$ cat src/hdl/fpi_pkg.sv
// Constants, types and frame codes for the flash programming host.
// Assumes one 125 MHz clock; TCK and SCK are divided down from it.
package fpi_pkg;
	localparam int unsigned CLK_PERIOD_NS = 8;
	// TCK and SCK half periods in clk cycles
	localparam logic [3:0] TCK_HALF = 4'h4;
	localparam logic [3:0] TCK_LAST = 4'h7;
	localparam logic [3:0] SCK_HALF = 4'h8;
	localparam logic [3:0] SCK_LAST = 4'hF;
	localparam logic [4:0] TAP_RESET_CLKS = 5'h05;
	localparam logic [4:0] IR_LEN = 5'h04;
	localparam logic [4:0] RST_LEN = 5'h01;
	localparam logic [4:0] KEY_LEN = 5'h10;
	localparam logic [4:0] CMD_LEN = 5'h0F;
	localparam logic [4:0] MIN_UPD_GAP = 5'h0B;
	localparam logic [4:0] DR_OVERHEAD = 5'h05;
	localparam logic [5:0] FRAME_BITS = 6'h20;
	localparam logic [3:0] IR_CORE_RESET = 4'hC;
	// Opcodes and command words below are not fixed here; set them to the target
	localparam logic [3:0] IR_UNLOCK = 4'h4;
	localparam logic [3:0] IR_CMD_ENTRY = 4'h5;
	localparam logic [15:0] CMD_ERASE_START = 16'h0001;
	localparam logic [15:0] CMD_ERASE_POLL = 16'h0002;
	localparam logic [15:0] CMD_NOP = 16'h0003;
	localparam int unsigned CMD_POLL_BIT = 0;
	localparam logic [15:0] UNLOCK_KEY = 16'hA370;
	localparam logic [15:0] LOCK_KEY = 16'h0000;
	localparam logic [7:0] OPC_PAGE_WR = 8'h4C;
	localparam logic [7:0] OPC_EE_WR = 8'hC0;
	localparam logic [7:0] OPC_EE_PAGE = 8'hC2;
	localparam logic [7:0] OPC_CFG = 8'hAC;
	localparam logic [7:0] CFG_LOCK = 8'hE0;
	localparam logic [7:0] CFG_FUSE_LO = 8'hA0;
	localparam logic [7:0] CFG_FUSE_HI = 8'hA8;
	localparam logic [7:0] CFG_FUSE_EXT = 8'hA4;
	localparam logic [7:0] OPC_LOAD_LO = 8'h10;
	localparam logic [7:0] OPC_LOAD_HI = 8'h18;
	localparam logic [7:0] OPC_POLL = 8'h20;
	localparam logic [7:0] PAD_BYTE = 8'h00;

	typedef enum logic [2:0] {
		OP_ENTER = 3'h0,
		OP_LEAVE = 3'h1,
		OP_ERASE = 3'h2,
		OP_PAGE_WR = 3'h3,
		OP_EE_BYTE = 3'h4,
		OP_EE_PAGE = 3'h5,
		OP_CFG = 3'h6,
		OP_LOAD_WORD = 3'h7
	} fpi_op_e;

	typedef struct packed {
		logic last;
		logic ir;
		logic [4:0] len;
		logic [15:0] val;
	} fpi_step_s;
endpackage : fpi_pkg

$ cat src/hdl/fpi_host.sv
// Programming host: runs JTAG enter/leave/erase sequences and serial write frames.
// Assumes one command at a time from logic on clk; target pins are asynchronous.
`timescale 1ns/1ps
// Function
// - Keep at least 11 TCK cycles between update-DR states in page load.
// - Enter: core-reset with one, then unlock instruction with 16-bit key.
// - Leave: command entry, no-operation, zero key, then zero into reset register.
// - Erase: command entry, start command, then poll with poll command.
// - Page write frame is 4C, address high, address low, 00.
// - EEPROM byte C0 with 10-bit address and data; page C2, low bits zero.
// - Configuration writes: AC, then E0/A0/A8/A4, then 00 and data.
// - Fuse and lock bits: zero programmed, one unprogrammed; unused left one.
// - Poll response bit zero one means busy; wait for zero before next.
// - Load low data byte before high data byte of each word.
module fpi_host
	import fpi_pkg::*;
(
	input wire logic clk,
	input wire logic rst,
	input wire logic cmd_valid,
	output logic cmd_ready,
	input wire fpi_op_e cmd_op,
	input wire logic [15:0] cmd_addr,
	input wire logic [15:0] cmd_data,
	input wire logic [1:0] cmd_cfg_sel,
	output logic done,
	output logic [7:0] rsp_data,
	output logic ser_rst_n,
	output logic tck,
	output logic tms,
	output logic tdi,
	input wire logic tdo,
	output logic sck,
	output logic mosi,
	input wire logic miso
);
	typedef enum logic [2:0] {
		S_IDLE = 3'h0, S_SSTEP = 3'h1, S_SWAIT = 3'h3, S_POLL = 3'h2,
		S_PWAIT = 3'h6, S_DONE = 3'h7, S_JSTEP = 3'h5, S_JWAIT = 3'h4
	} fpi_st_e;

	function automatic fpi_step_s ir_step(input logic [3:0] opc, input logic last);
		ir_step = '{last: last, ir: 1'b1, len: IR_LEN, val: {12'h000, opc}};
	endfunction : ir_step

	function automatic fpi_step_s dr_step(input logic [4:0] len, input logic [15:0] val,
		input logic last);
		dr_step = '{last: last, ir: 1'b0, len: len, val: val};
	endfunction : dr_step

	// JTAG sequence table; each scan ends back in run-test/idle
	function automatic fpi_step_s j_step(input fpi_op_e op, input logic [2:0] idx);
		j_step = dr_step(RST_LEN, 16'h0000, 1'b1);
		case (op)
			OP_ENTER:
				case (idx)
					3'h0: j_step = ir_step(IR_CORE_RESET, 1'b0);
					// Core held in reset from here on while the bit stays one
					3'h1: j_step = dr_step(RST_LEN, 16'h0001, 1'b0);
					3'h2: j_step = ir_step(IR_UNLOCK, 1'b0);
					default: j_step = dr_step(KEY_LEN, UNLOCK_KEY, 1'b1);
				endcase
			OP_LEAVE:
				case (idx)
					3'h0: j_step = ir_step(IR_CMD_ENTRY, 1'b0);
					3'h1: j_step = dr_step(CMD_LEN, CMD_NOP, 1'b0);
					3'h2: j_step = ir_step(IR_UNLOCK, 1'b0);
					3'h3: j_step = dr_step(KEY_LEN, LOCK_KEY, 1'b0);
					3'h4: j_step = ir_step(IR_CORE_RESET, 1'b0);
					default: j_step = dr_step(RST_LEN, 16'h0000, 1'b1);
				endcase
			OP_ERASE:
				case (idx)
					3'h0: j_step = ir_step(IR_CMD_ENTRY, 1'b0);
					3'h1: j_step = dr_step(CMD_LEN, CMD_ERASE_START, 1'b0);
					default: j_step = dr_step(CMD_LEN, CMD_ERASE_POLL, 1'b1);
				endcase
			default: j_step = dr_step(RST_LEN, 16'h0000, 1'b1);
		endcase
	endfunction : j_step

	fpi_st_e st_r, st_nxt;
	fpi_op_e op_r;
	logic [15:0] addr_r, data_r;
	logic [1:0] sel_r;
	logic [2:0] idx_r, idx_nxt;
	logic [7:0] cfg_b;
	logic [31:0] frame;
	logic tap_busy, tap_done, ser_busy, ser_done;
	logic [15:0] tap_dout;
	logic [7:0] ser_rsp;
	fpi_step_s stp;

	assign cmd_ready = (st_r == S_IDLE);
	assign done = (st_r == S_DONE);
	wire take = cmd_valid && cmd_ready;
	wire take_jtag = (cmd_op == OP_ENTER) || (cmd_op == OP_LEAVE) || (cmd_op == OP_ERASE);
	assign stp = j_step(op_r, idx_r);
	wire tap_go = (st_r == S_JSTEP) && !tap_busy;
	wire ser_go = ((st_r == S_SSTEP) || (st_r == S_POLL)) && !ser_busy;
	wire erase_busy = (op_r == OP_ERASE) && stp.last && tap_dout[CMD_POLL_BIT];
	assign cfg_b = (sel_r == 2'h0) ? CFG_LOCK : (sel_r == 2'h1) ? CFG_FUSE_LO :
		(sel_r == 2'h2) ? CFG_FUSE_HI : CFG_FUSE_EXT;
	// Word address passes through untouched; page order is the user's
	wire [31:0] f_page = {OPC_PAGE_WR, addr_r[15:8], addr_r[7:0], PAD_BYTE};
	wire [31:0] f_ee = {OPC_EE_WR, 6'h00, addr_r[9:8], addr_r[7:0], data_r[7:0]};
	wire [31:0] f_eep = {OPC_EE_PAGE, 6'h00, addr_r[9:8], addr_r[7:2], 2'h0, PAD_BYTE};
	// User gives a mask of bits to program; those go out as zero, the rest stay one
	wire [31:0] f_cfg = {OPC_CFG, cfg_b, PAD_BYTE, ~data_r[7:0]};
	wire [31:0] f_lo = {OPC_LOAD_LO, addr_r[15:8], addr_r[7:0], data_r[7:0]};
	wire [31:0] f_hi = {OPC_LOAD_HI, addr_r[15:8], addr_r[7:0], data_r[15:8]};
	wire [31:0] f_poll = {OPC_POLL, PAD_BYTE, PAD_BYTE, PAD_BYTE};
	assign frame = (st_r == S_POLL) ? f_poll :
		(op_r == OP_PAGE_WR) ? f_page :
		(op_r == OP_EE_BYTE) ? f_ee :
		(op_r == OP_EE_PAGE) ? f_eep :
		(op_r == OP_CFG) ? f_cfg :
		(idx_r == 3'h0) ? f_lo : f_hi;

	always_comb
	begin
		st_nxt = st_r;
		idx_nxt = idx_r;
		case (st_r)
			S_IDLE:
				if (take)
				begin
					idx_nxt = 3'h0;
					st_nxt = take_jtag ? S_JSTEP : S_SSTEP;
				end
			S_JSTEP:
				if (tap_go)
					st_nxt = S_JWAIT;
			S_JWAIT:
				if (tap_done)
				begin
					if (erase_busy)
						st_nxt = S_JSTEP;
					else if (stp.last)
						st_nxt = S_DONE;
					else
					begin
						idx_nxt = idx_r + 3'h1;
						st_nxt = S_JSTEP;
					end
				end
			S_SSTEP:
				if (ser_go)
					st_nxt = S_SWAIT;
			S_SWAIT:
				if (ser_done)
				begin
					if (op_r != OP_LOAD_WORD)
						st_nxt = S_POLL;
					else if (idx_r == 3'h0)
					begin
						// Low byte of the word is loaded first
						idx_nxt = 3'h1;
						st_nxt = S_SSTEP;
					end
					else
						st_nxt = S_DONE;
				end
			S_POLL:
				if (ser_go)
					st_nxt = S_PWAIT;
			S_PWAIT:
				if (ser_done)
					st_nxt = ser_rsp[0] ? S_POLL : S_DONE;
			S_DONE: st_nxt = S_IDLE;
			default: st_nxt = S_IDLE;
		endcase
	end

	always_ff @(posedge clk)
	begin
		if (rst)
		begin
			st_r <= S_IDLE; idx_r <= 3'h0; op_r <= OP_ENTER; addr_r <= 16'h0000;
			data_r <= 16'h0000; sel_r <= 2'h0;
		end
		else
		begin
			st_r <= st_nxt; idx_r <= idx_nxt;
			if (take)
			begin
				op_r <= cmd_op; addr_r <= cmd_addr; data_r <= cmd_data; sel_r <= cmd_cfg_sel;
			end
		end
	end

	// Target reset pin is held while a serial session is open; leave releases it
	always_ff @(posedge clk)
	begin
		if (rst)
		begin
			rsp_data <= 8'h00; ser_rst_n <= 1'b1;
		end
		else
		begin
			if (ser_done)
				rsp_data <= ser_rsp;
			else if (tap_done)
				rsp_data <= tap_dout[7:0];
			if (take)
				ser_rst_n <= take_jtag ? (cmd_op == OP_LEAVE) | ser_rst_n : 1'b0;
		end
	end

	fpi_tap_master u_tap (
		.clk(clk), .rst(rst), .go(tap_go), .is_ir(stp.ir), .len(stp.len), .din(stp.val),
		.busy(tap_busy), .done(tap_done), .dout(tap_dout),
		.tck(tck), .tms(tms), .tdi(tdi), .tdo(tdo)
	);

	fpi_ser_frame u_ser (
		.clk(clk), .rst(rst), .go(ser_go), .frame(frame), .busy(ser_busy),
		.done(ser_done), .rsp(ser_rsp), .sck(sck), .mosi(mosi), .miso(miso)
	);

	a_reset_instr: assert property (@(posedge clk) disable iff (rst)
		(tap_go && op_r == OP_ENTER && idx_r == 3'h0) |-> (stp.ir && stp.val[3:0] == 4'hC))
		else $error("enter does not start with core reset");
	a_unlock_key: assert property (@(posedge clk) disable iff (rst)
		(tap_go && op_r == OP_ENTER && stp.last) |-> (!stp.ir && stp.val == 16'hA370 &&
		stp.len == 5'h10))
		else $error("unlock key wrong");
	a_leave_release: assert property (@(posedge clk) disable iff (rst)
		(tap_go && op_r == OP_LEAVE && stp.last) |-> (idx_r == 3'h5 && stp.val == 16'h0000 &&
		stp.len == 5'h01))
		else $error("leave does not end with reset release");
	a_erase_poll: assert property (@(posedge clk) disable iff (rst)
		(st_r == S_JWAIT && tap_done && erase_busy) |=> (st_r == S_JSTEP && idx_r == 3'h2))
		else $error("erase poll not repeated");
	a_page_frame: assert property (@(posedge clk) disable iff (rst)
		(ser_go && st_r == S_SSTEP && op_r == OP_PAGE_WR) |->
		(frame[31:24] == 8'h4C && frame[7:0] == 8'h00 && frame[23:8] == addr_r))
		else $error("page write frame malformed");
	a_ee_page: assert property (@(posedge clk) disable iff (rst)
		(ser_go && st_r == S_SSTEP && op_r == OP_EE_PAGE) |->
		(frame[31:24] == 8'hC2 && frame[23:18] == 6'h00 && frame[9:0] == 10'h000))
		else $error("eeprom page frame malformed");
	a_cfg_frame: assert property (@(posedge clk) disable iff (rst)
		(ser_go && st_r == S_SSTEP && op_r == OP_CFG) |->
		(frame[31:24] == 8'hAC && frame[15:8] == 8'h00 && frame[7:0] == ~data_r[7:0]))
		else $error("configuration frame malformed");
	a_poll_wait: assert property (@(posedge clk) disable iff (rst)
		(st_r == S_PWAIT && ser_done && ser_rsp[0]) |=> (st_r == S_POLL) ##[1:2] (st_r == S_PWAIT))
		else $error("busy poll answer not honoured");
	a_low_first: assert property (@(posedge clk) disable iff (rst)
		(st_r == S_SWAIT && ser_done && op_r == OP_LOAD_WORD && idx_r == 3'h0) |=>
		(ser_go && frame[31:24] == OPC_LOAD_HI && frame[7:0] == data_r[15:8]))
		else $error("high byte not loaded after low byte");
endmodule : fpi_host

$ cat src/hdl/fpi_tap_master.sv
// JTAG master: makes TCK from clk and runs one IR or DR scan from run-test/idle.
// Assumes tdo is asynchronous to clk; data is shifted LSB first.
`timescale 1ns/1ps
module fpi_tap_master
	import fpi_pkg::*;
(
	input wire logic clk,
	input wire logic rst,
	input wire logic go,
	input wire logic is_ir,
	input wire logic [4:0] len,
	input wire logic [15:0] din,
	output logic busy,
	output logic done,
	output logic [15:0] dout,
	output logic tck,
	output logic tms,
	output logic tdi,
	input wire logic tdo
);
	typedef enum logic [2:0] {
		T_RST = 3'h0, T_IDLE = 3'h1, T_HEAD = 3'h3, T_SHIFT = 3'h2,
		T_EXIT = 3'h6, T_UPD = 3'h7, T_WAIT = 3'h5
	} fpi_tap_e;

	fpi_tap_e st_r;
	logic [3:0] ph_r;
	logic [4:0] cnt_r, len_r, gap_r;
	logic [15:0] sh_r, cap_r;
	logic req_r, ir_r, shcyc_r, tdo_m_r, tdo_s_r;
	wire [3:0] ph_nxt = (ph_r == TCK_LAST) ? 4'h0 : ph_r + 4'h1;
	wire lo = (ph_r == 4'h0);
	wire smp = (ph_r == TCK_LAST);
	wire [4:0] used = len_r + DR_OVERHEAD;
	// Short DR scans idle in run-test/idle to keep update-DR spacing
	wire [4:0] pad = (used < MIN_UPD_GAP) ? MIN_UPD_GAP - used : 5'h00;
	wire fin = lo && ((st_r == T_UPD && pad == 5'h00) || (st_r == T_WAIT && cnt_r == 5'h01));

	assign busy = req_r | (st_r != T_IDLE);

	always_ff @(posedge clk)
	begin
		tdo_m_r <= tdo;
		tdo_s_r <= tdo_m_r;
		if (smp && shcyc_r)
			cap_r <= {tdo_s_r, cap_r[15:1]};
	end

	always_ff @(posedge clk)
	begin
		if (rst)
		begin
			st_r <= T_RST; ph_r <= 4'h0; cnt_r <= 5'h00; req_r <= 1'b0; ir_r <= 1'b0;
			len_r <= 5'h00; sh_r <= 16'h0000; shcyc_r <= 1'b0; tck <= 1'b0;
			tms <= 1'b1; tdi <= 1'b0; done <= 1'b0; dout <= 16'h0000;
		end
		else
		begin
			ph_r <= ph_nxt;
			tck <= (ph_nxt >= TCK_HALF);
			done <= fin;
			if (go && !busy)
			begin
				req_r <= 1'b1; ir_r <= is_ir; len_r <= len; sh_r <= din;
			end
			if (fin)
			begin
				st_r <= T_IDLE; req_r <= 1'b0; dout <= cap_r >> (5'h10 - len_r);
			end
			if (lo)
			begin
				case (st_r)
					T_RST:
					begin
						// Five TMS-high clocks, then one low so the target settles in run-test/idle
						tms <= (cnt_r != TAP_RESET_CLKS); cnt_r <= cnt_r + 5'h01;
						if (cnt_r == TAP_RESET_CLKS)
							st_r <= T_IDLE;
					end
					T_IDLE:
					begin
						// Parked in run-test/idle between scans
						tms <= req_r;
						shcyc_r <= 1'b0;
						if (req_r)
						begin
							st_r <= T_HEAD; cnt_r <= ir_r ? 5'h03 : 5'h02;
						end
					end
					T_HEAD:
					begin
						tms <= ir_r && (cnt_r == 5'h03);
						cnt_r <= (cnt_r == 5'h01) ? len_r : cnt_r - 5'h01;
						if (cnt_r == 5'h01)
							st_r <= T_SHIFT;
					end
					T_SHIFT:
					begin
						tms <= (cnt_r == 5'h01); tdi <= sh_r[0];
						sh_r <= {1'b0, sh_r[15:1]}; shcyc_r <= 1'b1; cnt_r <= cnt_r - 5'h01;
						if (cnt_r == 5'h01)
							st_r <= T_EXIT;
					end
					T_EXIT:
					begin
						tms <= 1'b1; shcyc_r <= 1'b0; st_r <= T_UPD;
					end
					T_UPD:
					begin
						tms <= 1'b0; cnt_r <= pad;
						if (pad != 5'h00)
							st_r <= T_WAIT;
					end
					T_WAIT:
					begin
						tms <= 1'b0; cnt_r <= cnt_r - 5'h01;
					end
					default: st_r <= T_RST;
				endcase
			end
		end
	end

	// Edges since the last update-DR, only watched by an assertion
	always_ff @(posedge clk)
	begin
		if (rst)
			gap_r <= 5'h1F;
		else if (lo && st_r == T_EXIT && !ir_r)
			gap_r <= 5'h00;
		else if (lo && gap_r != 5'h1F)
			gap_r <= gap_r + 5'h01;
	end

	a_update_gap: assert property (@(posedge clk) disable iff (rst)
		(lo && st_r == T_EXIT && !ir_r) |-> (gap_r >= 5'h0A))
		else $error("update-DR spacing below minimum");
	a_ir_width: assert property (@(posedge clk) disable iff (rst)
		(lo && st_r == T_HEAD && ir_r && cnt_r == 5'h01) |-> (len_r == IR_LEN))
		else $error("instruction scan not four bits");
endmodule : fpi_tap_master

$ cat src/hdl/fpi_ser_frame.sv
// Serial programming shifter: one 32-bit frame, MSB first, SCK idles low.
// Assumes miso is asynchronous; response is the last byte shifted in.
`timescale 1ns/1ps
module fpi_ser_frame
	import fpi_pkg::*;
(
	input wire logic clk,
	input wire logic rst,
	input wire logic go,
	input wire logic [31:0] frame,
	output logic busy,
	output logic done,
	output logic [7:0] rsp,
	output logic sck,
	output logic mosi,
	input wire logic miso
);
	logic run_r, miso_m_r, miso_s_r;
	logic [3:0] ph_r;
	logic [5:0] cnt_r, bits_r;
	logic [31:0] sh_r, rx_r;
	wire [3:0] ph_nxt = (ph_r == SCK_LAST) ? 4'h0 : ph_r + 4'h1;
	wire bit_end = run_r && (ph_r == SCK_LAST);

	assign busy = run_r;

	always_ff @(posedge clk)
	begin
		miso_m_r <= miso;
		miso_s_r <= miso_m_r;
	end

	always_ff @(posedge clk)
	begin
		if (rst)
		begin
			run_r <= 1'b0; ph_r <= 4'h0; cnt_r <= 6'h00; sh_r <= 32'h00000000;
			rx_r <= 32'h00000000; sck <= 1'b0; mosi <= 1'b0; done <= 1'b0; rsp <= 8'h00;
		end
		else
		begin
			done <= bit_end && (cnt_r == 6'h01);
			sck <= run_r && (ph_nxt >= SCK_HALF) && !(bit_end && cnt_r == 6'h01);
			if (go && !run_r)
			begin
				run_r <= 1'b1; ph_r <= 4'h0; cnt_r <= FRAME_BITS; sh_r <= frame;
			end
			else if (run_r)
			begin
				ph_r <= ph_nxt;
				if (ph_r == 4'h0)
					mosi <= sh_r[31];
				if (bit_end)
				begin
					// Four bytes back to back, MSB first
					rx_r <= {rx_r[30:0], miso_s_r};
					sh_r <= {sh_r[30:0], 1'b0};
					cnt_r <= cnt_r - 6'h01;
					if (cnt_r == 6'h01)
					begin
						run_r <= 1'b0; rsp <= {rx_r[6:0], miso_s_r};
					end
				end
			end
		end
	end

	always_ff @(posedge clk)
	begin
		if (rst || (go && !run_r))
			bits_r <= 6'h00;
		else if (run_r && ph_r == SCK_HALF)
			bits_r <= bits_r + 6'h01;
	end

	a_frame_bits: assert property (@(posedge clk) disable iff (rst)
		done |-> (bits_r == FRAME_BITS))
		else $error("frame did not carry 32 clocks");
endmodule : fpi_ser_frame

$ cat config.mk
export PLATFORM = sky130hd
export DESIGN_NAME = fpi_host
export DESIGN_NICKNAME = d
export VERILOG_FILES = /design/src/hdl/fpi_pkg.sv /design/src/hdl/fpi_host.sv /design/src/hdl/fpi_tap_master.sv /design/src/hdl/fpi_ser_frame.sv
export SDC_FILE = /design/constraint.sdc
export NUM_CORES = 1
export LEC_CHECK = 0
export BUFFER_PORTS_ARGS = -buffer_cell sky130_fd_sc_hd__clkbuf_2
export CORE_ASPECT_RATIO = 1.25
export CORE_MARGIN = 2
export CORE_UTILIZATION = 52
export CTS_BUF_LIST = sky130_fd_sc_hd__clkbuf_4 sky130_fd_sc_hd__clkbuf_8
export DETAILED_ROUTE_END_ITERATION = 6
export GPL_TIMING_DRIVEN = 0
export PLACE_DENSITY = 0.67
export SYNTH_ARGS = -nofsm -noshare
export SYNTH_HDL_FRONTEND = slang
export SYNTH_HIERARCHICAL = 1
export SYNTH_SLANG_ARGS = --single-unit
$ cat constraint.sdc
create_clock -name clk -period 3.9 [get_ports clk]
set_input_delay 0.195 -clock clk [delete_from_list [all_inputs] [get_ports clk]]
set_output_delay 0.195 -clock clk [all_outputs]
set_load 0.02 [all_outputs]
After elaboration in Yosys (flattened, before gate mapping)

Index checks and enable logic that the tools add are counted.

Register bits: 181
Input port bits: 42
Output and inout port bits: 16
Word-level logic and storage cells: 225

Add/subtract/negate cells: 9
Magnitude comparators: 3
Equal/unequal tests: 48
Shift-type cells: 1
Mux-type cells: 68
Bitwise logic cells: 4
Reduce and logical (&&, ||, !) cells: 56

Operators with widths:

| kind               | number |
|---|---|
| $mux 32            | 8 |
| $pmux 23 s3        | 2 |
| $pmux 23 s5        | 1 |
| $mux 3             | 25 |
| $mux 16            | 3 |
| $pmux 23 s2        | 1 |
| $eq 3x3->1 const B | 11 |
| $mux 28            | 1 |
| $eq 3x2->1 const B | 9 |
| $pmux 5 s5         | 1 |
| $pmux 3 s8         | 1 |
| $pmux 3 s7         | 1 |
| $mux 6             | 3 |
| $logic_and 1x1->1  | 16 |
| $mux 4             | 4 |
| $mux 8             | 2 |
| $ne 2x1->1 const B | 8 |
| $shr 16x5->8       | 1 |
| $eq 3x1->1 const B | 5 |
| $logic_not 3->1    | 5 |
| $mux 5             | 3 |
| $reduce_and 2->1   | 5 |
| $reduce_bool 5->1  | 2 |
| $reduce_or 2->1    | 5 |
| other kinds (44)   | 66 |

Longest topological paths before layout

Gate-level depths: netlist (run 1).

Depth after elaboration: 11
Mapped depth: 11

Modules after synthesis

Netlist (run 1), hierarchy kept.

By module, submodules not included:

| module         | times used | cells each | area an instance (um2) |
|---|---|---|---|
| fpi_tap_master | 1          | 444        | 4266.6 |
| fpi_host       | 1          | 435        | 3100.5 |
| fpi_ser_frame  | 1          | 293        | 2543.7 |

Least setup slack after synthesis (run 1)

No wires, ideal clock.

Kind: register to register
Start point: register u_tap.len_r[0]
End point: register u_tap.dout[0]
Library setup time: 0.123 ns
Data arrival time: 2.514 ns
Slack: 1.263 ns
Stages on the path, launching flop included: 12
Path buffers: 3
Period minus slack after synthesis: 2.637 ns
Path through: dfxtp_1 inv_2 buf_2 ha_1 buf_6 nor2b_1 o21ai_2 o41ai_4 a221oi_2 nand2b_1 buf_4 mux2_1

Longest elaborated chain between the ends: 7

Ends and longest elaborated chain:

| what                                             | line                 | text |
|---|---|---|
| start: declaration                               | fpi_tap_master.sv:28 | `logic [4:0] cnt_r, len_r, gap_r;` |
| start signal: assignment                         | fpi_tap_master.sv:54 | `len_r <= 5'h00; sh_r <= 16'h0000; shcyc_r <= 1'b0; tck <= 1'b0;` |
| start signal: assignment                         | fpi_tap_master.sv:64 | `req_r <= 1'b1; ir_r <= is_ir; len_r <= len; sh_r <= din;` |
| $add 5x3->5                                      | fpi_tap_master.sv:34 | `wire [4:0] used = len_r + DR_OVERHEAD;` |
| $sub 4x5->5 / $lt 5x4->1 (equally long branches) | fpi_tap_master.sv:36 | `wire [4:0] pad = (used < MIN_UPD_GAP) ? MIN_UPD_GAP - used : 5'h00;` |
| $mux 5                                           | fpi_tap_master.sv:36 |  |
| $logic_not 5->1                                  | fpi_tap_master.sv:37 | `wire fin = lo && ((st_r == T_UPD && pad == 5'h00) \|\| (st_r == T_WAIT && cnt_r == 5'h01));` |
| $logic_and 1x1->1                                | fpi_tap_master.sv:37 |  |
| $logic_or 1x1->1                                 | fpi_tap_master.sv:37 |  |
| $logic_and 1x1->1                                | fpi_tap_master.sv:37 |  |
| end signal: assignment                           | fpi_tap_master.sv:55 | `tms <= 1'b1; tdi <= 1'b0; done <= 1'b0; dout <= 16'h0000;` |
| end signal: assignment                           | fpi_tap_master.sv:68 | `st_r <= T_IDLE; req_r <= 1'b0; dout <= cap_r >> (5'h10 - len_r);` |
| end: declaration                                 | fpi_tap_master.sv:15 | `output logic [15:0] dout,` |

Parallel ways exist; a longest one is shown, timed or not.
A chain may end at the register's enable or synchronous reset.

Worst setup path after layout (run 1)

Start point: register u_tap.len_r[0]
End point: register u_tap.cnt_r[1]

Longest elaborated chain between the ends: 4

Ends and longest elaborated chain:

| what                                             | line                 | text |
|---|---|---|
| $add 5x3->5 *                                    | fpi_tap_master.sv:34 |  |
| $sub 4x5->5 / $lt 5x4->1 (equally long branches) | fpi_tap_master.sv:36 |  |
| $mux 5 *                                         | fpi_tap_master.sv:36 |  |
| $pmux 5 s5 *                                     | fpi_tap_master.sv:72 | `case (st_r)` |
| end signal: assignment                           | fpi_tap_master.sv:76 | `tms <= (cnt_r != TAP_RESET_CLKS); cnt_r <= cnt_r + 5'h01;` |
| end signal: assignment                           | fpi_tap_master.sv:93 | `cnt_r <= (cnt_r == 5'h01) ? len_r : cnt_r - 5'h01;` |
| end: declaration                                 | fpi_tap_master.sv:28 |  |

Mark *: on every way between the ends. The rest lies on a longest branch, timed or not.

==> run metrics, run 1 <==
minimum clock period after layout 2810 ps; grt ovf 0; drt total wl 25.4 mm; nets 1325; largest net degree at the start of global routing 17; layout cell share with drive strength beyond 1 0.120; Crit. End Element register; mean post-synth cell area around 8.4 um2; TNS Setup 0 ps; Final Hold Fails 0; Reg power frac 0.431; IO buf count 57; initial antenna violation count 0; first-pass GRT wire length 41.7 mm; period utilization 0.720; routed vias/inst 5.83; Num CTS Buffers 17; metal3 WL 1.04 mm; worst hold path type primary input to register; CP arrival about 3200 ps; Layout area overhead 14.0%; setup violators final 0; DR top layer met4; die area ~20000 um2; routed len/inst around 17 um; Max Clk Rate 356 MHz; Initial Util 0.531; CTS H-tree lvls 4; worst skew pair latency 470 ps; CP max FO 10; Critical Path Source Type register; combinational cell fraction of total power 0.333; internal power 3.28 mW; commonest cells after routing, fill and taps aside dfxtp_1 (165), nand2_1 (148), a21oi_1 (116), nor2_1 (107), mux2i_1 (81); sw power 1.94 mW; first-iteration detailed-routing DRC count 594; M1 wire length 10.2 mm; CP required 4280 ps; post-CTS setup buffer count 0; outcome complete, no violations; Leak a little over 4 nW; via count ~8.8k; Max Cap Viol 0; ant diodes 0; Pwr Total 5.22 mW; clock power share 0.235; kind of critical path register to register; Die Ht 156 um; Die X 126 um; post-route DRC violation count 0; TritonCTS clock tree yes; Clock Path Buffers 2; met2 routed WL 13.3 mm; root buffer cell clkbuf_8; Mapped Area 9620 um2; commonest non-fill, non-tap cell in the layout dfxtp_1; Max IR drop VDD 358 uV; Worst Max-Slew Pin Slew 870 ps; boundary pin count 58; antenna viol nets, final 0; Setup Skew 13.5 ps; core area 18100 um2; Worst slew margin 0.415; vias in the first global route between 8k and 9k; clock sink count around 180; row cnt between 50 and 60; Detail Placement HPWL ~18 mm; Yosys Warn Count 6; synthesized instance count 1147; Pre-antenna DRT Iters 5; Total Routing Usage GR 0.261; clk slew on worst S/H paths 100 ps; RSZ-0062 raised after global routing no; Sw Ratio 0.371; GPL Wtd Cong 0.931; Slew Viols, Final 0; Power Density 476 nW/um2
[per-layer routing]
metal,track usage,vias to the layer above
met5,0,-
met4,0.115,0
met1,0.295,4151
li1,-,4330
met3,0.0388,57
met2,0.483,248
[path summary, 6_finish.rpt]
path                                  endpoint           start  slack, ps  cells after the start
worst max register to register  u_tap/cnt_r[1]  u_tap/len_r[0]       1090                     10
worst max-delay path            u_tap/cnt_r[1]  u_tap/len_r[0]       1090                     10
worst min-delay path             u_tap/dout[0]             rst        240                      3
worst min register to register   u_tap/tdo_s_r   u_tap/tdo_m_r        330                      0
[what timing repair did]
action | in CTS | in global routing
setup endpoints to repair | 0 | 0
hold buffers | 39 | 0
endpoints found under the hold margin | 40 | 0
resized for setup | 0 | 0
[flip-flops by register name (all words and copies together), names as in the netlist, 5 cells and up]
register and count:
u_tap/cnt_r 5, u_tap/dout 8, u_ser/rsp 8, u_tap/sh_r 16, u_tap/cap_r 16, u_ser/cnt_r 6
rsp_data 8, u_ser/sh_r 32, addr_r 16, u_ser/rx_r 7, data_r 16, u_tap/len_r 5
[per-stage QoR]
stage	util	cell area, um2	setup WS [ps]	hold WS (ps)	instances
4_1_cts	0.606	11000	1070	194	1508
6_report	0.606	11000	1090	240	1508
2_1_floorplan	-	9640	1400	223	1152
5_1_grt	0.606	11000	894	240	1508
3_5_place_dp	0.564	10200	1100	300	1437
3_3_place_gp	0.564	10200	1110	299	1437
[worst max-delay path, stage by stage (launching register included)]
cell and delay (ps):
dfxtp_1 370, inv_2 190, buf_2 310, ha_1 290, buf_6 150, nand2b_1 140, a21oi_1 190, o31ai_2 110
a2111oi_4 480, a221oi_1 180, a2111oi_2 300
[power groups by stage]
stage / Clock, mW / Sequential (mW) / Combinational [mW]
floorplan: 0 / 2.25 / 1.28
global placement: 0 / 2.29 / 1.67
detailed placement: 0 / 2.29 / 1.69
CTS: 1.26 / 2.25 / 1.72
global route: 1.34 / 2.28 / 1.93
finish: 1.23 / 2.25 / 1.74
[cell type report]
type | instances | area, um2
Fill cell | 1677 | 7130
Multi-Input combinational cell | 842 | 5280
Sequential cell | 181 | 3780
Timing Repair Buffer | 96 | 676
Buffer | 97 | 452
Tap cell | 228 | 285
Clock buffer | 21 | 270
Inverter | 32 | 120
Clock inverter | 11 | 100
(Power assumes the default switching activity.)
==> inputs of run 2 (changes only) <==
--- a/config.mk
+++ b/config.mk
@@ -5,6 +5,7 @@
 export SDC_FILE = /design/constraint.sdc
 export NUM_CORES = 1
 export LEC_CHECK = 0
+export ABC_AREA = 1
 export BUFFER_PORTS_ARGS = -buffer_cell sky130_fd_sc_hd__clkbuf_2
 export CORE_ASPECT_RATIO = 1.25
 export CORE_MARGIN = 2
@@ -12,7 +13,7 @@
 export CTS_BUF_LIST = sky130_fd_sc_hd__clkbuf_4 sky130_fd_sc_hd__clkbuf_8
 export DETAILED_ROUTE_END_ITERATION = 6
 export GPL_TIMING_DRIVEN = 0
-export PLACE_DENSITY = 0.67
+export PLACE_DENSITY = 0.7
 export SYNTH_ARGS = -nofsm -noshare
 export SYNTH_HDL_FRONTEND = slang
 export SYNTH_HIERARCHICAL = 1
==> constraint.sdc (replaced) <==
create_clock -name clk -period 2.5 [get_ports clk]
set_input_delay 0.125 -clock clk [delete_from_list [all_inputs] [get_ports clk]]
set_output_delay 0.125 -clock clk [all_outputs]
set_load 0.02 [all_outputs]
==> run 2 against run 1 <==
  * Synthesized area is 5.0% lower
  * Highest routed layer unchanged
  * Flip-flop and latch count stayed put
  * Critical endpoint is now u_tap/dout[7]
  * Design area is 3.4% lower
  * Non-clock buffer count is 38 lower
==> run metrics, run 2 <==
outcome complete, no violations; routed vias/inst 5.28 (-9.5%); Mapped Area 9140 um2 (-5.0%); Critical Path Source Type register; Die Ht 152 um (-2.5%); max reg flops 32 (unchanged); CTS H-tree lvls 4 (unchanged); clk slew on worst S/H paths 110 ps (about the same); die area 18700 um2 (-4.9%); Slew Viols, Final 0 (unchanged); setup slack at placement -129 ps (-1230 ps); routed len/inst 14.2 um (-16%); Setup Skew 17.0 ps (+3.50 ps); Yosys Warn Count 6 (unchanged); vias in the first global route 8174 (-3.0%); Initial Util 0.526 (-0.00527); minimum clock period after layout 2330 ps (-479 ps); ant diodes 0 (unchanged); antenna viol nets, final 0 (unchanged); kind of critical path register to register; commonest cells after routing, fill and taps aside nand2_1 (316), dfxtp_1 (165), a21oi_1 (140), inv_1 (120), o21ai_0 (103); TNS Setup 0 ps (unchanged); CP required 2930 ps (-1350 ps); Total Routing Usage GR 0.256 (-0.00432); Most flops, register u_ser/sh_r; post-route DRC violation count 0 (unchanged); Final Hold Fails 0 (unchanged); RSZ-0062 raised after global routing no; clock sink count 181 (unchanged); Num CTS Buffers 17 (unchanged); Hold Path Cell Cnt 2 (-1); fillers 1632 (-2.7%); Worst slew margin 0.612 (+0.197); initial antenna violation count 0 (unchanged); Die X 123 um (-2.5%); largest net degree at the start of global routing 20 (+3); Power Density 825 nW/um2 (+73%); Worst Max-Slew Pin Slew 581 ps (-289 ps); Pre-antenna DRT Iters 7 (+2); synthesized instance count 1279 (+12%); TritonCTS clock tree yes; mean post-synth cell area 7.14 um2 (-15%); worst hold path type primary input to register; IO buf count 57 (unchanged); first-pass GRT wire length 38.3 mm (-8.0%); row cnt 54 (-1.8%); grt ovf 0 (unchanged); commonest non-fill, non-tap cell in the layout nand2_1; R2R depth 11 (+1); busiest grt layer met2; Layout area overhead 16.0%; combinational cell fraction of total power 0.344 (+0.011); internal power 5.29 mW (+61%); period utilization 0.932 (+0.212); boundary pin count 58 (unchanged); Detail Placement HPWL 17.1 mm (-6.6%); Crit. End Element register; fin cells 1639 (+8.7%); Fin Hold WS 57.9 ps (-182 ps); Sw Ratio 0.395 (+0.0237); layout cell share with drive strength beyond 1 0.141 (+0.0210); clock power share 0.249 (+0.014); core area 17400 um2 (-4.1%); nets 1460 (+10%); Max Cap Viol 0 (unchanged); Cells after DPL 1565 (+8.9%); GPL Wtd Cong 0.913 (-2.0%); Util after Layout 0.610 (+0.00423); root buffer cell clkbuf_8; worst skew pair latency 480 ps (about the same); Clock Path Buffers 2 (unchanged); cell area after layout 10600 um2 (-3.4%); sw power 3.45 mW (+78%); Leak 4.51 nW (+8.8%); Reg power frac 0.407 (-0.024); drt total wl 23.3 mm (-8.3%); CP max FO 10 (unchanged); Max IR drop VDD 713 uV (+99%); Placement Cell Area 9720 um2 (-4.8%); GRT met1 Usage 0.286 (-0.00889); Pwr Total 8.75 mW (+67%); Storage cell area 3780 um2 (unchanged); CP arrival 2760 ps (-420 ps); first-iteration detailed-routing DRC count 488 (-18%); via count 8646 (-1.6%); Final WS setup 170 ps (-921 ps); grt met2 use 0.470 (-0.0128); area occupied by multi-input gates 4530 um2 (-14%); Max Clk Rate 429 MHz (+21%); setup violators final 0 (unchanged); met3 Use GR 0.0397 (+0.000919)
==> run 2: worst max-delay path, stage by stage, from the launching register on <==
cell and delay [ps]:
dfxtp_1 370, buf_6 120, inv_2 70, clkbuf_4 200
ha_1 250, xnor2_2 400, inv_2 190, o21ai_1 220
nand3_1 90, o21ai_1 160, nand2_1 130, nand2_1 80
==> run 2: final timing paths <==
check	to	start	slack [ps]
min reg2reg	u_tap/tdo_s_r	u_tap/tdo_m_r	340
max reg2reg	u_tap/dout[7]	u_tap/len_r[0]	170
max	u_tap/dout[7]	u_tap/len_r[0]	170
min	op_r[0]	rst	60
==> run 2: timing repair <==
action	in CTS	in global routing
hold buffers	39	0
buffers inserted	0	2
gates resized for setup	2	13
hold endpoints to repair	40	0
endpoints found under the setup margin	6	10
==> run 2: power groups by stage <==
stage / registers [mW] / clock network [mW] / logic [mW]
floorplan: 3.59 / 0 / 2.19
global placement: 3.62 / 0 / 2.89
detailed placement: 3.62 / 0 / 2.92
CTS: 3.56 / 2.23 / 2.98
global route: 3.62 / 2.34 / 3.40
finish: 3.56 / 2.17 / 3.01
==> run 2: final cells by class <==
type	instances	area share
Tap cell	224	0.0265
Buffer	56	0.0307
Sequential cell	181	0.357
Timing Repair Buffer	99	0.0659
Multi-Input combinational cell	904	0.427
Clock inverter	15	0.0195
Inverter	143	0.0511
Clock buffer	17	0.0221
==> run 2: routing by layer <==
layer	routed length [um]	up-vias	share of wire
li1	-	4444	-
met1	9610	3979	0.41
met2	12200	175	0.52
met3	657	48	0.028
met4	822	0	0.035
met5	0	-	0
==> inputs of run 3 (changes only) <==
--- a/config.mk
+++ b/config.mk
@@ -6,9 +6,8 @@
 export NUM_CORES = 1
 export LEC_CHECK = 0
 export ABC_AREA = 1
-export BUFFER_PORTS_ARGS = -buffer_cell sky130_fd_sc_hd__clkbuf_2
+export BUFFER_PORTS_ARGS = -buffer_cell sky130_fd_sc_hd__buf_2
 export CORE_ASPECT_RATIO = 1.25
-export CORE_MARGIN = 2
 export CORE_UTILIZATION = 52
 export CTS_BUF_LIST = sky130_fd_sc_hd__clkbuf_4 sky130_fd_sc_hd__clkbuf_8
 export DETAILED_ROUTE_END_ITERATION = 6
==> run 3 against run 2 <==
  * The flow now finishes with violations (design-rule violations)
  * Non-clock buffer count decreased by 4
  * Cell count fell by 0.55%
  * Maximum frequency grew 0.67%
  * First-iteration DRC count fell by 21%
  * Global-route usage is 1.2 points higher
  * Wire length is 0.18% lower
  * Combinational power is essentially flat
  * Power decreased by 1.4%
  * Sequential share of layout area rose by 0.21 points
  * Clock power shrank 6%
  * Count of clock-buffer cells in the layout increased by 2
  * Largest power group unchanged
==> run metrics, run 3 (synthesized netlist as in run 2, its figures left out) <==
minimum clock period after layout 2310 ps (-15.6 ps); clock sink count 181 (unchanged); via count 8633 (-0.15%); Layout area overhead 15.3%; post-route DRC violation count 2 (+2); Max Clk Rate 432 MHz (+0.67%); Pwr Total 8.62 mW (-1.4%); Hold Path Cell Cnt 2 (unchanged); FF-to-FF Start u_tap/len_r[0]; fillers 1682 (+3.1%); Crit. End Element register; hold_sp rst; routed len/inst 14.2 um (+0.37%); crit path from u_tap/len_r[0]; Fin Hold WS 54.8 ps (-3.06 ps); grt ovf 0 (unchanged); combinational cell fraction of total power 0.350 (+0.006); row cnt 53 (-1.9%); die area 18100 um2 (-2.9%); Initial Util 0.538 (+0.0120); antenna viol nets, final 0 (unchanged); grt met2 use 0.508 (+0.0380); clock power share 0.236 (-0.013); kind of critical path register to register; largest net degree at the start of global routing 17 (-15%); drt total wl 23.2 mm (-0.18%); Worst slew margin 0.470 (-0.143); commonest non-fill, non-tap cell in the layout nand2_1; setup violators final 0 (unchanged); Setup Skew 15.3 ps (-1.67 ps); CTS H-tree lvls 4 (unchanged); Most flops, register u_ser/sh_r; clk slew on worst S/H paths 100 ps (about the same); IO buf count 57 (unchanged); first-iteration detailed-routing DRC count 387 (-21%); period utilization 0.926 (-0.00624); boundary pin count 58 (unchanged); max reg flops 32 (unchanged); Clock Path Buffers 2 (unchanged); routed vias/inst 5.30 (+0.40%); GRT met1 Usage 0.289 (+0.00232); GPL Wtd Cong 0.912 (about the same); setup slack at placement -63.6 ps (+65.4 ps); Critical Path Source Type register; vias in the first global route 8406 (+2.8%); Power Density 818 nW/um2 (-0.87%); CP max FO 10 (unchanged); core area 17000 um2 (-2.2%); Sw Ratio 0.388 (-0.00707); Max Cap Viol 0 (unchanged); Worst Max-Slew Pin Slew 794 ps (+213 ps); Leak 4.46 nW (-1.1%); sw power 3.34 mW (-3.2%); layout cell share with drive strength beyond 1 0.139 (-0.00234); Max IR drop VDD 545 uV (-23%); outcome finished with violations; failing checks design-rule violations; Detail Placement HPWL 17.0 mm (-0.48%); RSZ-0062 raised after global routing no; worst min-delay path endpoint op_r[0]; reg2reg setup slack 190 ps (+20 ps); initial antenna violation count 0 (unchanged); fin cells 1630 (-0.55%); Total Routing Usage GR 0.268 (+0.0117); Reg power frac 0.414 (+0.007); commonest cells after routing, fill and taps aside nand2_1 (316), dfxtp_1 (165), a21oi_1 (140), inv_1 (121), o21ai_0 (104); Cells after DPL 1561 (-0.26%); Num CTS Buffers 17 (unchanged); Slew Viols, Final 0 (unchanged); Final WS setup 186 ps (+15.6 ps); met3 Use GR 0.0398 (+0.000102); FF-to-FF End u_tap/dout[7]; internal power 5.28 mW (-0.29%); TritonCTS clock tree yes; Final Hold Fails 0 (unchanged); Die X 121 um (-1.6%); CP required 2920 ps (about the same); worst hold path type primary input to register; CP arrival 2730 ps (-30 ps); Die Ht 150 um (-1.3%); root buffer cell clkbuf_8; nets 1456 (-0.27%); R2R depth 13 (+2); Pre-antenna DRT Iters 7 (unchanged); busiest grt layer met2; first-pass GRT wire length 38.4 mm (+0.20%); ant diodes 0 (unchanged); worst skew pair latency 470 ps (about the same)
-- run 3: changes by cell type in the layout (fill, tap and decap cells not counted), moves of 2 or more --
cell        delta
clkbuf_2      -56
buf_4          -4
clkinvlp_4     +3
inv_6          -2
buf_2         +56
clkinv_8       -3
inv_8          -3
-- run 3: power by group through the flow --
stage / sequential (mW) / combinational [mW] / clock, mW
floorplan: 3.59 / 2.19 / 0
global placement: 3.62 / 2.89 / 0
detailed placement: 3.63 / 2.93 / 0
CTS: 3.57 / 2.99 / 2.08
global route: 3.63 / 3.39 / 2.18
finish: 3.57 / 3.02 / 2.03
-- run 3: area by class of cell --
| cell class | instances | area, um2 | area share |
|---|---|---|---|
| Multi-Input combinational cell | 904 | 4540 | 0.431 |
| Clock buffer | 19 | 255 | 0.0242 |
| Sequential cell | 181 | 3780 | 0.359 |
| Timing Repair Buffer | 96 | 676 | 0.0641 |
| Clock inverter | 12 | 143 | 0.0135 |
| Inverter | 143 | 542 | 0.0514 |
| Tap cell | 220 | 275 | 0.0261 |
| Buffer | 55 | 318 | 0.0302 |
-- run 3: worst max-delay path by stage --
stage	end	cells past startpoint	slack, ps
floorplan	u_tap/dout[7]	14	420
global placement	u_tap/dout[7]	14	-50
detailed placement	u_tap/dout[7]	14	-60
CTS	u_tap/dout[7]	12	30
global route	u_tap/dout[7]	12	30
finish	u_tap/dout[7]	13	190
-- run 3: per-stage QoR --
stage,TNS (ps),utilization,area [um2]
after floorplan,0,-,9150
after global placement,-65.2,0.572,9710
after detailed placement,-74.3,0.572,9710
after CTS,0,0.619,10500
after global routing,0,0.621,10500
final,0,0.621,10500
-- run 3: critical path, cell delays in order, from the launching register on --
cell	delay [ps]
dfxtp_1	350
buf_6	160
inv_2	90
clkbuf_4	210
ha_2	430
inv_1	120
clkbuf_4	200
nand3_1	120
nand3_1	80
o21ai_1	120
nand3_1	80
o21ai_0	130
nand2_1	110
nand2_1	80
-- run 3: timing repair --
action	in CTS	in global routing
endpoints found under the hold margin	40	0
setup endpoints to repair	2	7
gates resized for setup	1	12
hold buffers	39	0
gates cloned	0	0
setup buffers	0	0
-- run 3: per-layer routing --
metal	wire length, um	part of all wire
met3	657	0.028
met4	788	0.034
met2	12100	0.52
met5	0	0
met1	9640	0.42
